`src/rtl/adc_pkg.sv`:
```
package adc_pkg;

   // Register byte offsets on the Wishbone slave.
   localparam logic [4:0] OFS_CSR = 5'h00;
   localparam logic [4:0] OFS_CR = 5'h04;
   localparam logic [4:0] OFS_TSR = 5'h08;
   localparam logic [4:0] OFS_STBY = 5'h0C;
   localparam logic [4:0] OFS_DATA0 = 5'h10;
   localparam logic [4:0] OFS_DATA3 = 5'h1C;

   // Field positions of converter_control_status.
   localparam int CSR_STC_BIT = 4;
   localparam int CSR_TRIGGER_START_ENABLE_BIT = 5;
   localparam int CSR_IE_BIT = 6;
   localparam int CSR_FLAG_BIT = 7;

   // Field positions of converter_control_reg.
   localparam int CR_RUN_BIT = 0;
   localparam int CR_CKLO_BIT = 1;
   localparam int CR_CKHI_BIT = 2;
   localparam int CR_MODE_LSB = 3;
   localparam int CR_CONT_BIT = 5;
   localparam int CR_CH_LSB = 6;
   localparam int CR_BOTH_BIT = 8;

   // Field positions of trigger_source_register and the standby register.
   localparam int TSR_G0_LSB = 0;
   localparam int TSR_G1_LSB = 4;
   localparam int STBY_BIT = 0;

   // Values after reset.
   localparam logic STBY_RST = 1'b1;
   localparam logic [1:0] CKS_RST = 2'h0;
   localparam logic [1:0] MODE_RST = 2'h0;
   localparam logic [3:0] SRC_RST = 4'h0;
   localparam logic [9:0] DATA_RST = 10'h000;

   // Operating mode field codes.
   localparam logic [1:0] MODE_SINGLE = 2'h0;
   localparam logic [1:0] MODE_SCAN4 = 2'h1;
   localparam logic [1:0] MODE_SCAN2 = 2'h2;

   // Trigger source field codes; timer codes index the timer request inputs.
   localparam logic [3:0] SRC_EXT = 4'h0;
   localparam logic [3:0] SRC_TMR_FIRST = 4'h1;
   localparam logic [3:0] SRC_TMR_LAST = 4'h4;

   localparam int NUM_CH = 4;
   localparam int RES_W = 10;
   localparam logic [9:0] CODE_MIN = 10'h000;
   localparam logic [9:0] CODE_MAX = 10'h3FF;

   // Timing in peripheral-clock states, indexed by {extend, clock select}.
   localparam logic [8:0] SCAN_STATES [0:7] = '{9'h0C8, 9'h096, 9'h064, 9'h032,
                                                9'h100, 9'h0C0, 9'h080, 9'h040};
   localparam logic [8:0] SPL_STATES [0:7] = '{9'h018, 9'h012, 9'h00C, 9'h006,
                                              9'h024, 9'h01B, 9'h012, 9'h009};
   // Longest start delay per clock select; the shortest is always two states.
   localparam logic [8:0] DLY_MAX [0:3] = '{9'h006, 9'h005, 9'h004, 9'h003};
   localparam logic [8:0] DLY_MIN = 9'h002;

endpackage : adc_pkg

```
`src/rtl/adc_start_if.sv`:
```
`timescale 1ns/10ps
`default_nettype none
// Start requests from the trigger selector to the sequencer.
interface adc_start_if;
   logic start_g0;
   logic start_g1;
   modport src (output start_g0, output start_g1);
   modport dst (input start_g0, input start_g1);
endinterface : adc_start_if
`default_nettype wire

```
`src/rtl/adc_ctrl_top.sv`:
```
// Register access over Wishbone and the placing of the registers were left to the implementer.
`timescale 1ns/10ps
`default_nettype none
module adc_ctrl_top (
   input wire logic mclk_i,
   input wire logic rst_n_i,
   input wire logic wb_cyc_i,
   input wire logic wb_stb_i,
   input wire logic wb_we_i,
   input wire logic [4:0] wb_adr_i,
   input wire logic [3:0] wb_sel_i,
   input wire logic [31:0] wb_dat_i,
   output logic [31:0] wb_dat_o,
   output logic wb_ack_o,
   input wire logic external_trigger_pin_i,
   input wire logic [3:0] timer_req_i,
   input wire logic [9:0] conv_code_i,
   output logic sample_hold_o,
   output logic convert_busy_o,
   output logic [1:0] channel_o,
   output logic conversion_end_irq_o
);

   typedef enum logic [1:0] {ST_IDLE, ST_DELAY, ST_SAMPLE, ST_CONV} seq_state_t;

   seq_state_t st_ff, nxt_st;
   logic [8:0] cnt_ff, nxt_cnt;
   logic [1:0] ch_cur_ff, nxt_ch_cur;
   logic grp_ff, nxt_grp;
   logic [1:0] done_ff, nxt_done;
   logic [8:0] phase_ff, nxt_phase;
   logic flag_ff, nxt_flag;
   logic ie_ff, nxt_ie;
   logic trigger_start_enable_ff, nxt_trigger_start_enable;
   logic stc_ff, nxt_stc;
   logic run_ff, nxt_run;
   logic [1:0] cks_ff, nxt_cks;
   logic [1:0] mode_ff, nxt_mode;
   logic cont_ff, nxt_cont;
   logic [1:0] ch_sel_ff, nxt_ch_sel;
   logic both_ff, nxt_both;
   logic [3:0] src0_ff, nxt_src0;
   logic [3:0] src1_ff, nxt_src1;
   logic stby_ff, nxt_stby;
   localparam int NUM_CH_L = adc_pkg::NUM_CH;

   logic [9:0] data_ff [NUM_CH_L];
   logic [9:0] nxt_data [NUM_CH_L];
   logic ack_ff, nxt_ack;
   logic [31:0] rdat_ff, nxt_rdat;

   logic [31:0] img_stby, img_csr, img_cr, img_tsr;
   logic [2:0] tidx;
   logic [8:0] t_scan;
   logic [8:0] t_spl;
   logic [8:0] t_dmax;
   logic [31:0] wmask;
   logic [31:0] wval;
   logic wr_ok;
   logic wr_csr, wr_cr, wr_tsr, wr_stby;
   logic sw_set, sw_clr;
   logic hw_g0, hw_g1;
   logic start_req;
   logic [1:0] first_ch;
   logic [1:0] last_ch;
   logic scan2;

   adc_start_if start_bus ();

   // Expands byte enables into a bit mask for merging partial writes.
   function automatic logic [31:0] lane_mask(input logic [3:0] sel);
      lane_mask = {{8{sel[3]}}, {8{sel[2]}}, {8{sel[1]}}, {8{sel[0]}}};
   endfunction : lane_mask

   // Merges the write data into a register image under the lane mask.
   function automatic logic [31:0] merge(input logic [31:0] old, input logic [31:0] dat,
                                         input logic [31:0] m);
      merge = (old & ~m) | (dat & m);
   endfunction : merge

   adc_trigger_unit u_trig (
      .mclk_i(mclk_i),
      .rst_n_i(rst_n_i),
      .external_trigger_pin_i(external_trigger_pin_i),
      .timer_req_i(timer_req_i),
      .trigger_start_enable_i(trigger_start_enable_ff),
      .src_g0_i(src0_ff),
      .src_g1_i(src1_ff),
      .scan2_i(scan2),
      .start(start_bus.src)
   );

   // Timing figures follow the live clock select; software keeps it stable while running.
   assign tidx = {stc_ff, cks_ff};
   assign t_scan = adc_pkg::SCAN_STATES[tidx];
   assign t_spl = adc_pkg::SPL_STATES[tidx];
   assign t_dmax = adc_pkg::DLY_MAX[cks_ff];
   assign scan2 = (mode_ff == adc_pkg::MODE_SCAN2);

   // A write takes effect on the edge where ack is high, as classic Wishbone expects.
   assign wmask = lane_mask(wb_sel_i);
   assign wval = wb_dat_i & wmask;
   assign wr_ok = wb_cyc_i & wb_stb_i & wb_we_i & ack_ff;
   assign wr_stby = wr_ok & (wb_adr_i == adc_pkg::OFS_STBY);
   assign wr_csr = wr_ok & ~stby_ff & (wb_adr_i == adc_pkg::OFS_CSR);
   assign wr_cr = wr_ok & ~stby_ff & (wb_adr_i == adc_pkg::OFS_CR);
   assign wr_tsr = wr_ok & ~stby_ff & (wb_adr_i == adc_pkg::OFS_TSR);
   assign sw_set = wr_cr & wmask[adc_pkg::CR_RUN_BIT] & wval[adc_pkg::CR_RUN_BIT];
   assign sw_clr = wr_cr & wmask[adc_pkg::CR_RUN_BIT] & ~wval[adc_pkg::CR_RUN_BIT];

   // Register images with the write merged in; fields are sliced out of these words.
   assign img_stby = merge({31'h0, stby_ff}, wb_dat_i, wmask);
   assign img_csr = merge({24'h0, flag_ff, ie_ff, trigger_start_enable_ff, stc_ff, 4'h0}, wb_dat_i, wmask);
   assign img_cr = merge({23'h0, both_ff, ch_sel_ff, cont_ff, mode_ff, cks_ff, run_ff},
                         wb_dat_i, wmask);
   assign img_tsr = merge({24'h0, src1_ff, src0_ff}, wb_dat_i, wmask);

   // Any start that meets a busy converter is dropped rather than held.
   assign hw_g0 = start_bus.start_g0;
   assign hw_g1 = start_bus.start_g1 & ~hw_g0;
   assign start_req = ~stby_ff & ~run_ff & (sw_set | hw_g0 | hw_g1);

   // The scan range of the active group; single mode uses the selected channel.
   always_comb begin
      first_ch = 2'h0;
      last_ch = 2'h3;
      if (mode_ff == adc_pkg::MODE_SINGLE) begin
         first_ch = ch_sel_ff;
         last_ch = ch_sel_ff;
      end else if (scan2) begin
         first_ch = grp_ff ? 2'h2 : 2'h0;
         last_ch = grp_ff ? 2'h3 : 2'h1;
      end
   end

   // Free-running phase that decides where in the window a start lands.
   always_comb begin
      if (phase_ff >= t_dmax - adc_pkg::DLY_MIN) begin
         nxt_phase = 9'h000;
      end else begin
         nxt_phase = phase_ff + 9'h001;
      end
   end

   always_ff @(posedge mclk_i or negedge rst_n_i) begin
      if (!rst_n_i) begin
         phase_ff <= 9'h000;
      end else begin
         phase_ff <= nxt_phase;
      end
   end

   // Registers and the conversion sequencer share one next-state process.
   always_comb begin
      nxt_st = st_ff;
      nxt_cnt = cnt_ff;
      nxt_ch_cur = ch_cur_ff;
      nxt_grp = grp_ff;
      nxt_done = done_ff;
      nxt_flag = flag_ff;
      nxt_ie = ie_ff;
      nxt_trigger_start_enable = trigger_start_enable_ff;
      nxt_stc = stc_ff;
      nxt_run = run_ff;
      nxt_cks = cks_ff;
      nxt_mode = mode_ff;
      nxt_cont = cont_ff;
      nxt_ch_sel = ch_sel_ff;
      nxt_both = both_ff;
      nxt_src0 = src0_ff;
      nxt_src1 = src1_ff;
      nxt_stby = stby_ff;
      nxt_data = data_ff;
      if (wr_stby) begin
         nxt_stby = img_stby[adc_pkg::STBY_BIT];
      end
      if (wr_csr) begin
         nxt_ie = img_csr[adc_pkg::CSR_IE_BIT];
         nxt_trigger_start_enable = img_csr[adc_pkg::CSR_TRIGGER_START_ENABLE_BIT];
         nxt_stc = img_csr[adc_pkg::CSR_STC_BIT];
         if (wmask[adc_pkg::CSR_FLAG_BIT] & ~wval[adc_pkg::CSR_FLAG_BIT]) begin
            nxt_flag = 1'b0;
         end
      end
      if (wr_cr) begin
         nxt_cks[0] = img_cr[adc_pkg::CR_CKLO_BIT];
         nxt_cks[1] = img_cr[adc_pkg::CR_CKHI_BIT];
         nxt_mode = img_cr[adc_pkg::CR_MODE_LSB +: 2];
         nxt_cont = img_cr[adc_pkg::CR_CONT_BIT];
         nxt_ch_sel = img_cr[adc_pkg::CR_CH_LSB +: 2];
         nxt_both = img_cr[adc_pkg::CR_BOTH_BIT];
      end
      if (wr_tsr) begin
         nxt_src0 = img_tsr[adc_pkg::TSR_G0_LSB +: 4];
         nxt_src1 = img_tsr[adc_pkg::TSR_G1_LSB +: 4];
      end
      case (st_ff)
         ST_IDLE: begin
            if (start_req) begin
               // Software, timer and pin starts all enter the same delay path.
               nxt_run = 1'b1;
               nxt_grp = scan2 & ~sw_set & ~hw_g0 & hw_g1;
               nxt_ch_cur = (mode_ff == adc_pkg::MODE_SINGLE) ? ch_sel_ff :
                            (scan2 & nxt_grp) ? 2'h2 : 2'h0;
               nxt_cnt = t_dmax - phase_ff - 9'h001;
               nxt_st = ST_DELAY;
            end
         end
         ST_DELAY: begin
            if (cnt_ff == 9'h000) begin
               nxt_cnt = t_spl - 9'h001;
               nxt_st = ST_SAMPLE;
            end else begin
               nxt_cnt = cnt_ff - 9'h001;
            end
         end
         ST_SAMPLE: begin
            if (cnt_ff == 9'h000) begin
               nxt_cnt = t_scan - t_spl - 9'h001;
               nxt_st = ST_CONV;
            end else begin
               nxt_cnt = cnt_ff - 9'h001;
            end
         end
         ST_CONV: begin
            if (cnt_ff != 9'h000) begin
               nxt_cnt = cnt_ff - 9'h001;
            end else begin
               // The code is stored raw; full range is CODE_MIN to CODE_MAX.
               nxt_data[ch_cur_ff] = conv_code_i;
               if (ch_cur_ff != last_ch) begin
                  nxt_ch_cur = ch_cur_ff + 2'h1;
                  nxt_cnt = t_spl - 9'h001;
                  nxt_st = ST_SAMPLE;
               end else begin
                  if (scan2 & both_ff) begin
                     nxt_done = done_ff | (grp_ff ? 2'h2 : 2'h1);
                     if (nxt_done == 2'h3) begin
                        nxt_flag = 1'b1;
                        nxt_done = 2'h0;
                     end
                  end else begin
                     nxt_flag = 1'b1;
                  end
                  if (cont_ff & (mode_ff != adc_pkg::MODE_SINGLE)) begin
                     // Restart skips the start delay, so each pass is the fixed time.
                     nxt_ch_cur = first_ch;
                     nxt_cnt = t_spl - 9'h001;
                     nxt_st = ST_SAMPLE;
                  end else begin
                     nxt_run = 1'b0;
                     nxt_st = ST_IDLE;
                  end
               end
            end
         end
         default: begin
            nxt_st = ST_IDLE;
         end
      endcase
      // Clearing run mid-conversion aborts; a result already due this cycle still lands.
      if (run_ff & sw_clr) begin
         nxt_run = 1'b0;
         nxt_st = ST_IDLE;
      end
      // Standby holds the sequencer idle whatever else is pending.
      if (nxt_stby) begin
         nxt_run = 1'b0;
         nxt_st = ST_IDLE;
      end
   end

   always_ff @(posedge mclk_i or negedge rst_n_i) begin
      if (!rst_n_i) begin
         st_ff <= ST_IDLE;
         cnt_ff <= 9'h000;
         ch_cur_ff <= 2'h0;
         grp_ff <= 1'b0;
         done_ff <= 2'h0;
         flag_ff <= 1'b0;
         ie_ff <= 1'b0;
         trigger_start_enable_ff <= 1'b0;
         stc_ff <= 1'b0;
         run_ff <= 1'b0;
         cks_ff <= adc_pkg::CKS_RST;
         mode_ff <= adc_pkg::MODE_RST;
         cont_ff <= 1'b0;
         ch_sel_ff <= 2'h0;
         both_ff <= 1'b0;
         src0_ff <= adc_pkg::SRC_RST;
         src1_ff <= adc_pkg::SRC_RST;
         stby_ff <= adc_pkg::STBY_RST;
         for (int i = 0; i < NUM_CH_L; i++) begin
            data_ff[i] <= adc_pkg::DATA_RST;
         end
      end else begin
         st_ff <= nxt_st;
         cnt_ff <= nxt_cnt;
         ch_cur_ff <= nxt_ch_cur;
         grp_ff <= nxt_grp;
         done_ff <= nxt_done;
         flag_ff <= nxt_flag;
         ie_ff <= nxt_ie;
         trigger_start_enable_ff <= nxt_trigger_start_enable;
         stc_ff <= nxt_stc;
         run_ff <= nxt_run;
         cks_ff <= nxt_cks;
         mode_ff <= nxt_mode;
         cont_ff <= nxt_cont;
         ch_sel_ff <= nxt_ch_sel;
         both_ff <= nxt_both;
         src0_ff <= nxt_src0;
         src1_ff <= nxt_src1;
         stby_ff <= nxt_stby;
         data_ff <= nxt_data;
      end
   end

   // Read data is captured on the request edge so it is stable while ack is high.
   always_comb begin
      nxt_ack = wb_cyc_i & wb_stb_i & ~ack_ff;
      nxt_rdat = 32'h0000_0000;
      if (wb_adr_i == adc_pkg::OFS_STBY) begin
         nxt_rdat[adc_pkg::STBY_BIT] = stby_ff;
      end else if (stby_ff) begin
         nxt_rdat = 32'h0000_0000;
      end else if (wb_adr_i == adc_pkg::OFS_CSR) begin
         nxt_rdat[adc_pkg::CSR_FLAG_BIT] = flag_ff;
         nxt_rdat[adc_pkg::CSR_IE_BIT] = ie_ff;
         nxt_rdat[adc_pkg::CSR_TRIGGER_START_ENABLE_BIT] = trigger_start_enable_ff;
         nxt_rdat[adc_pkg::CSR_STC_BIT] = stc_ff;
      end else if (wb_adr_i == adc_pkg::OFS_CR) begin
         nxt_rdat[adc_pkg::CR_RUN_BIT] = run_ff;
         nxt_rdat[adc_pkg::CR_CKLO_BIT] = cks_ff[0];
         nxt_rdat[adc_pkg::CR_CKHI_BIT] = cks_ff[1];
         nxt_rdat[adc_pkg::CR_MODE_LSB +: 2] = mode_ff;
         nxt_rdat[adc_pkg::CR_CONT_BIT] = cont_ff;
         nxt_rdat[adc_pkg::CR_CH_LSB +: 2] = ch_sel_ff;
         nxt_rdat[adc_pkg::CR_BOTH_BIT] = both_ff;
      end else if (wb_adr_i == adc_pkg::OFS_TSR) begin
         nxt_rdat[adc_pkg::TSR_G0_LSB +: 4] = src0_ff;
         nxt_rdat[adc_pkg::TSR_G1_LSB +: 4] = src1_ff;
      end else if ((wb_adr_i >= adc_pkg::OFS_DATA0) && (wb_adr_i <= adc_pkg::OFS_DATA3) &&
                   (wb_adr_i[1:0] == 2'h0)) begin
         nxt_rdat[adc_pkg::RES_W-1:0] = data_ff[wb_adr_i[3:2]];
      end
   end

   always_ff @(posedge mclk_i or negedge rst_n_i) begin
      if (!rst_n_i) begin
         ack_ff <= 1'b0;
         rdat_ff <= 32'h0000_0000;
      end else begin
         ack_ff <= nxt_ack;
         rdat_ff <= nxt_rdat;
      end
   end

   // Status outputs come straight from state flops.
   assign wb_ack_o = ack_ff;
   assign wb_dat_o = rdat_ff;
   assign sample_hold_o = (st_ff == ST_SAMPLE);
   assign convert_busy_o = run_ff;
   assign channel_o = ch_cur_ff;
   assign conversion_end_irq_o = flag_ff & ie_ff;

endmodule : adc_ctrl_top
`default_nettype wire

```
`src/rtl/adc_trigger_unit.sv`:
```
`timescale 1ns/10ps
`default_nettype none
module adc_trigger_unit (
   input wire logic mclk_i,
   input wire logic rst_n_i,
   input wire logic external_trigger_pin_i,
   input wire logic [3:0] timer_req_i,
   input wire logic trigger_start_enable_i,
   input wire logic [3:0] src_g0_i,
   input wire logic [3:0] src_g1_i,
   input wire logic scan2_i,
   adc_start_if.src start
);

   logic sync1_ff;
   logic sync2_ff;
   logic last_ff;
   logic nxt_sync1;
   logic nxt_sync2;
   logic nxt_last;
   logic ext_fall;

   // Decodes one source field against the current events; prohibited codes never fire.
   function automatic logic src_hit(input logic [3:0] src, input logic fall,
                                    input logic [3:0] tmr);
      logic [3:0] idx;
      idx = src - adc_pkg::SRC_TMR_FIRST;
      if (src == adc_pkg::SRC_EXT) begin
         src_hit = fall;
      end else if (src <= adc_pkg::SRC_TMR_LAST) begin
         src_hit = tmr[idx[1:0]];
      end else begin
         src_hit = 1'b0;
      end
   endfunction : src_hit

   // Only the second and third stages are compared, so a metastable first stage never reaches logic.
   always_comb begin
      nxt_sync1 = external_trigger_pin_i;
      nxt_sync2 = sync1_ff;
      nxt_last = sync2_ff;
   end

   always_ff @(posedge mclk_i or negedge rst_n_i) begin
      if (!rst_n_i) begin
         sync1_ff <= 1'b1;
         sync2_ff <= 1'b1;
         last_ff <= 1'b1;
      end else begin
         sync1_ff <= nxt_sync1;
         sync2_ff <= nxt_sync2;
         last_ff <= nxt_last;
      end
   end

   // One falling edge gives exactly one request cycle.
   assign ext_fall = last_ff & ~sync2_ff;

   // Group 1 has its own source only in two-channel scan.
   assign start.start_g0 = trigger_start_enable_i &
                           src_hit(src_g0_i, ext_fall, timer_req_i);
   assign start.start_g1 = trigger_start_enable_i & scan2_i &
                           src_hit(src_g1_i, ext_fall, timer_req_i);

endmodule : adc_trigger_unit
`default_nettype wire

```
`config.mk`:
```
export PLATFORM = sky130hd
export DESIGN_NAME = adc_ctrl_top
export DESIGN_NICKNAME = d
export VERILOG_FILES = /design/src/rtl/adc_pkg.sv /design/src/rtl/adc_start_if.sv /design/src/rtl/adc_ctrl_top.sv /design/src/rtl/adc_trigger_unit.sv
export SDC_FILE = /design/constraint.sdc
export NUM_CORES = 1
export LEC_CHECK = 0
export BUFFER_PORTS_ARGS = -buffer_cell sky130_fd_sc_hd__clkbuf_2
export CAP_MARGIN = 20
export CORE_MARGIN = 8
export CORE_UTILIZATION = 25
export CTS_BUF_LIST = sky130_fd_sc_hd__clkbuf_2 sky130_fd_sc_hd__clkbuf_4 sky130_fd_sc_hd__clkbuf_8
export CTS_CLUSTER_DIAMETER = 80
export DETAILED_ROUTE_END_ITERATION = 16
export GPL_TIMING_DRIVEN = 0
export SYNTH_ARGS = -nofsm -noshare
export SYNTH_HDL_FRONTEND = slang
export SYNTH_SLANG_ARGS = --single-unit
export TNS_END_PERCENT = 30
```
`constraint.sdc`:
```
create_clock -name mclk_i -period 3.2 [get_ports mclk_i]
set_input_delay 0.48 -clock mclk_i [delete_from_list [all_inputs] [get_ports mclk_i]]
set_output_delay 0.48 -clock mclk_i [all_outputs]
set_load 0.01 [all_outputs]
```
==> out/metrics.cfg, run 1 <==
[outcome]
outcome=completed

[detailed_routing]
firstDrtPassIters=5
vias=4624
drt_wl_total_um=15600
drt-wirelength-per-cell_um=15.9
route.detailed.drc=0
drt_iter0_drc=288
vias_per_cell=4.71
ant_nets=0

[place]
hpwl_um=11900
place_congestion=0.845
io_buffers=50

[critical_path]
slowest_delay_ns=0.52
path_common_cell=inv_1
worst_path_dominant_cell_family=compound AO/OA/AOI/OAI gates
r2r_end=cnt_ff[6]
r2r_cells=11
start_kind=flop
crit_type=reg2reg
r2r_slack_ns=0.31
slowest_stage=dfrtp_1
critPathBufInv=2
critical_path_arrival_ns=3.20
path_cells=inv_1 -> ha_2 -> inv_1 -> nor2_1 -> ha_1 -> a211oi_1 -> o221ai_1 -> nand2_1 -> xnor2_1 -> nand3_1 -> a31oi_1
cp_max_fo=10
cp.required_ns=3.51
critPathCaptureType=flop

[yosys]
synthFlopType=dfrtp_1
yosys_warnings=0
syn_inst=570
ys_seq_elements=101
synth_area_um2=6160
synth.distinct_cells=82
synth_seq_area_share_pct=41.1
synth-edff-count=0
postSynthAreaPerCell_um2=10.8
synthArstFlopShare_pct=100

[sta]
tns_ns=0
max_slew.worst_pin.slew_ns=0.803
rsz0062_at_grt=false
max_freq_ghz=0.346
skew_ns=0.00728
finalCriticalPeriod_ns=2.89
timing.final.crit_share_pct=90.2
slew_viol_final=0
final_hold_viol_count=0
setup_violations=0
slew_headroom_pct=46.4

[global_routing]
grt_pass1_wl_um=25200
grtUsageTotal_pct=10.3
grt_pass1_vias=4673
grt_start_max_net_pins=102
overflow=0
antenna_found_initial=0

[clocking]
cts_buffers=9
hold_buffers=0
post_cts_buffers=0
cts-htree-levels=3
clock_path_buffers=2
clk_root_buffer_cell=clkbuf_8
post_cts_resized=1
clk_latency_ns=0.39
cts_tree=yes
cts.sinks=101
clk_pin_slew_worst_paths_ns=0.11

[floorplanning]
fp-row-count=57
dieArea_um2=29900
die_h_um=173
core_area_um2=24200
start_util_pct=25.4
num_io_pins=99
die_w_um=173

[power_and_ir_drop]
power_mw=3.59
power-per-cell-area_nw_per_um2=505
p_leak_nw=3.11
vdd_drop_max_mv=0.267

[hold_path]
hold_start=external_trigger_pin_i
holdPathEnd=u_trig.nxt_sync2
min_path_cells=1
hp-class=in2reg

[finish]
antennaDiodeCount=0
area_growth_pct=15.6
final_nets=744
fillers=2550
drive_gt1_share_pct=30.4

[flow_run]
cap_violations=0

-- metal layers --
layer,GRT usage (%),part of all wire [%],vias to the layer above
met5,0,0,-
met2,16.8,47,122
met4,2.69,1.2,0
li1,-,-,2203
met1,13.3,47,2282
met3,2.68,4.8,17
-- cells by family after synthesis --
kind of cell / Yosys count / synth area share, %
compound gates: 113 / 13.6
xor+xnor: 21 / 2.99
fa+ha+maj: 30 / 6.34
buf+inv: 69 / 5.96
flops: 101 / 41.1
mux: 70 / 15.1
other cells: 1 / 0.0609
simple gates: 165 / 14.9
-- final cells by class --
cell class | instances | area, um^2 | share of cell area [%]
Buffer | 41 | 262 | 3.68
Clock buffer | 9 | 124 | 1.74
Clock inverter | 7 | 80.1 | 1.13
Inverter | 27 | 101 | 1.42
Multi-Input combinational cell | 422 | 3350 | 47.0
Sequential cell | 101 | 2530 | 35.6
Tap cell | 324 | 405 | 5.70
Timing Repair Buffer | 51 | 264 | 3.71
-- worst max path at each step --
| stage | cells after the start | endpoint | slack, ns |
|---|---|---|---|
| after floorplan | 11 | cnt_ff[4] | 0.45 |
| after global placement | 11 | cnt_ff[4] | -0.03 |
| after detailed placement | 11 | cnt_ff[6] | 0.001 |
| after CTS | 12 | cnt_ff[6] | 0.06 |
| after global routing | 11 | cnt_ff[6] | 0.004 |
| final | 11 | cnt_ff[6] | 0.31 |
-- worst reg2reg max path, delay by kind of cell, from the launching register on --
family | cells | cell delay (ns)
buf+inv | 2 | 0.26
fa+ha+maj | 2 | 0.74
compound gates | 3 | 0.75
xor+xnor | 1 | 0.14
flops | 1 | 0.52
simple gates | 3 | 0.40
-- where the power goes --
group / total [mW] / internal, mW / switching, mW
Sequential: 1.62 / 1.43 / 0.186
Combinational: 1.11 / 0.522 / 0.588
Clock: 0.865 / 0.373 / 0.492
-- metrics by stage --
step	hold slack [ns]	util (%)	cell area [um^2]	std cells	setup slack [ns]
floorplan	0.184	-	6240	592	0.447
global placement	0.347	28.4	6890	966	-0.0288
detailed placement	0.349	28.5	6910	967	0.00142
CTS	0.128	29.3	7110	983	0.0596
global route	0.134	29.3	7110	982	0.00408
finish	0.165	29.3	7110	982	0.312
-- cell usage after synthesis (all sizes together), types with 8 or more instances --
master / number / area [um^2]
mux4: 11 / 248
dfrtp: 97 / 2430
xnor2: 14 / 123
nand3: 14 / 70.1
nor2b: 16 / 100
nand2: 40 / 165
o211ai: 8 / 65.1
ha: 28 / 350
a21oi: 19 / 110
mux2: 59 / 679
o21ai: 19 / 95.1
buf: 28 / 211
clkbuf: 14 / 53.8
nor3: 15 / 86.3
inv: 27 / 101
a31oi: 11 / 75.1
nor2: 34 / 135
nand4: 8 / 65.1
-- cells in the final DEF, fill, tap and decap left out, types with 5 or more instances in the layout --
master	synthesis	final
a31oi_1	10	10
clkbuf_1	13	12
nor2b_1	16	16
a21oi_1	17	17
clkbuf_8	0	10
xor2_1	7	7
conb_1	1	23
nand3_1	14	14
inv_1	27	27
xnor2_1	14	14
mux4_2	11	11
nand2_2	6	6
ha_1	28	27
clkbuf_2	1	50
nor3_1	14	14
and2_1	5	5
dfrtp_1	97	97
mux2_2	55	55
nor2_1	31	31
nand4_1	7	7
o21ai_0	19	19
nand2_1	34	34
o211ai_1	7	7
buf_2	4	5
buf_4	22	22
a222oi_1	7	7
No activity file was read; power rests on OpenSTA's default activity.
==> run 2: changes to the inputs <==
--- a/config.mk
+++ b/config.mk
@@ -6,13 +6,14 @@
 export NUM_CORES = 1
 export LEC_CHECK = 0
 export BUFFER_PORTS_ARGS = -buffer_cell sky130_fd_sc_hd__clkbuf_2
-export CAP_MARGIN = 20
+export CAP_MARGIN = 30
 export CORE_MARGIN = 8
 export CORE_UTILIZATION = 25
 export CTS_BUF_LIST = sky130_fd_sc_hd__clkbuf_2 sky130_fd_sc_hd__clkbuf_4 sky130_fd_sc_hd__clkbuf_8
 export CTS_CLUSTER_DIAMETER = 80
 export DETAILED_ROUTE_END_ITERATION = 16
 export GPL_TIMING_DRIVEN = 0
+export RECOVER_POWER = 50
 export SYNTH_ARGS = -nofsm -noshare
 export SYNTH_HDL_FRONTEND = slang
 export SYNTH_SLANG_ARGS = --single-unit
==> run 2 against run 1 <==
  * The flow now finishes with violations (max-capacitance violations, max-slew violations)
  * Non-clock buffer count unchanged
  * Global-route usage is the same
  * Sequential power about the same
  * Routed wire length is essentially flat
  * Sequential share of layout area is 0.063 points higher
  * Critical path depth did not move
  * Combinational power about the same
==> out/metrics.cfg, run 2 (synthesis gave the netlist of run 1 again) <==
[outcome]
outcome=finished, violations left
violations=max-capacitance violations, max-slew violations

[clocking]
cts_buffers=9  ; unchanged
cts-htree-levels=3  ; unchanged
clock_path_buffers=2  ; unchanged
post_cts_buffers=0  ; unchanged
clk_root_buffer_cell=clkbuf_8
clk_latency_ns=0.39  ; about the same
clk_pin_slew_worst_paths_ns=0.11  ; about the same
cts_tree=yes
cts.sinks=101  ; unchanged
hold_buffers=0  ; unchanged

[power_and_ir_drop]
power-per-cell-area_nw_per_um2=506  ; +0.12%
p_leak_nw=3.10  ; -0.44%
vdd_drop_max_mv=0.267  ; about the same

[finish]
layout_commonest_cell=dfrtp_1
drive_gt1_share_pct=29.8  ; -0.61 points
final_cells=982  ; unchanged
area_growth_pct=15.4
final_cell_mix=dfrtp_1, mux2_2, clkbuf_2
antennaDiodeCount=0  ; unchanged
final_nets=744  ; unchanged

[floorplanning]
die_h_um=173  ; unchanged
die_w_um=173  ; unchanged
num_io_pins=99  ; unchanged
start_util_pct=25.4  ; unchanged
dieArea_um2=29900  ; unchanged
core_area_um2=24200  ; unchanged
fp-row-count=57  ; unchanged

[sta]
max_freq_ghz=0.346  ; about the same
skew_ns=0.00776  ; +0.000476 ns
timing.final.crit_share_pct=90.3  ; about the same
rsz0062_at_grt=false
slew_headroom_pct=-66.4  ; -110 points
finalHoldWorstSlack_ns=0.162  ; -0.00261 ns
final_hold_viol_count=0  ; unchanged
finalCriticalPeriod_ns=2.89  ; +0.000524 ns
max_slew.worst_pin.slew_ns=2.50  ; +1.69 ns
slew_viol_final=102  ; +102
setup_violations=0  ; unchanged

[critical_path]
start_kind=flop
cp_max_fo=10  ; unchanged
cp.required_ns=3.52  ; about the same
r2r_end=cnt_ff[6]
r2r_cells=11  ; unchanged
critical_path_arrival_ns=3.20  ; about the same
r2r_slack_ns=0.31  ; about the same
critPathCaptureType=flop
crit_type=reg2reg

[detailed_routing]
drt_iter0_drc=310  ; +7.6%
drt-wirelength-per-cell_um=15.8  ; about the same
vias_per_cell=4.70  ; -0.22%
drt_wl_total_um=15600  ; about the same
firstDrtPassIters=5  ; unchanged
vias=4614  ; -0.22%
route.detailed.drc=0  ; unchanged
ant_nets=0  ; unchanged

[global_routing]
overflow=0  ; unchanged
grtUsageTotal_pct=10.3  ; unchanged
antenna_found_initial=0  ; unchanged
grt_start_max_net_pins=102  ; unchanged
grt_pass1_wl_um=25200  ; unchanged
grt_pass1_vias=4673  ; unchanged

[hold_path]
hp-class=in2reg
holdPathEnd=u_trig.nxt_sync2
hold_start=external_trigger_pin_i
min_path_cells=1  ; unchanged

[place]
dp.cells=967  ; unchanged
hpwl_um=11900  ; unchanged
place_congestion=0.845  ; unchanged
io_buffers=50  ; unchanged

[flow_run]
cap_violations=1  ; +1

run 2: through the flow:
| step | setup slack [ns] | util [%] | setup TNS [ns] | instance area, um^2 | power [mW] |
|---|---|---|---|---|---|
| 6_report | 0.312 | 29.3 | 0 | 7100 | 3.59 |
| 5_1_grt | 0.00408 | 29.3 | 0 | 7100 | 3.81 |
| 4_1_cts | 0.0596 | 29.3 | 0 | 7110 | 3.62 |
| 3_5_place_dp | 0.00142 | 28.5 | 0 | 6910 | 2.74 |
| 3_3_place_gp | -0.0288 | 28.4 | -0.0315 | 6890 | 2.73 |
| 2_1_floorplan | 0.447 | - | 0 | 6240 | 2.42 |
run 2: worst max-delay path by stage:
stage	startpoint	endpoint	slack, ns
5_1_grt	flop	cnt_ff[6]	0.004
4_1_cts	flop	cnt_ff[6]	0.06
6_report	flop	cnt_ff[6]	0.31
2_1_floorplan	flop	cnt_ff[4]	0.45
3_5_place_dp	flop	cnt_ff[6]	0.001
3_3_place_gp	flop	cnt_ff[4]	-0.03
run 2: power breakdown:
part / internal, mW / switching, mW
clock network: 0.373 / 0.493
logic: 0.521 / 0.588
registers: 1.43 / 0.185
total: 2.33 / 1.27
run 2: critical path, cell delays in order, from the launching register on:
cell      delay, ns
dfrtp_1        0.52
inv_1          0.15
ha_2           0.47
inv_1          0.11
nor2_1         0.19
ha_1           0.27
a211oi_1       0.37
o221ai_1       0.19
nand2_1        0.11
xnor2_1        0.14
nand3_1        0.10
a31oi_1        0.19
run 2: what timing repair did:
action                                  CTS  global route
endpoints found under the setup margin    2            14
gates resized for setup                   1             2
cloned                                    0             0
pin swaps                                 0             0
run 2: layer usage:
metal | share of wire [%] | up-vias | routed length (um) | GRT usage, %
met2 | 47 | 119 | 7330 | 16.8
met3 | 4.9 | 17 | 768 | 2.68
met1 | 47 | 2270 | 7250 | 13.3
li1 | - | 2208 | - | -
met5 | 0 | - | 0 | 0
met4 | 1.3 | 0 | 210 | 2.69
run 2: area by class of cell:
cell class / count / area, um^2
Fill cell: 2555 / 17100
Multi-Input combinational cell: 422 / 3350
Sequential cell: 101 / 2530
Tap cell: 324 / 405
Buffer: 41 / 262
Timing Repair Buffer: 51 / 251
Clock buffer: 9 / 124
Inverter: 27 / 101
Clock inverter: 7 / 80.1
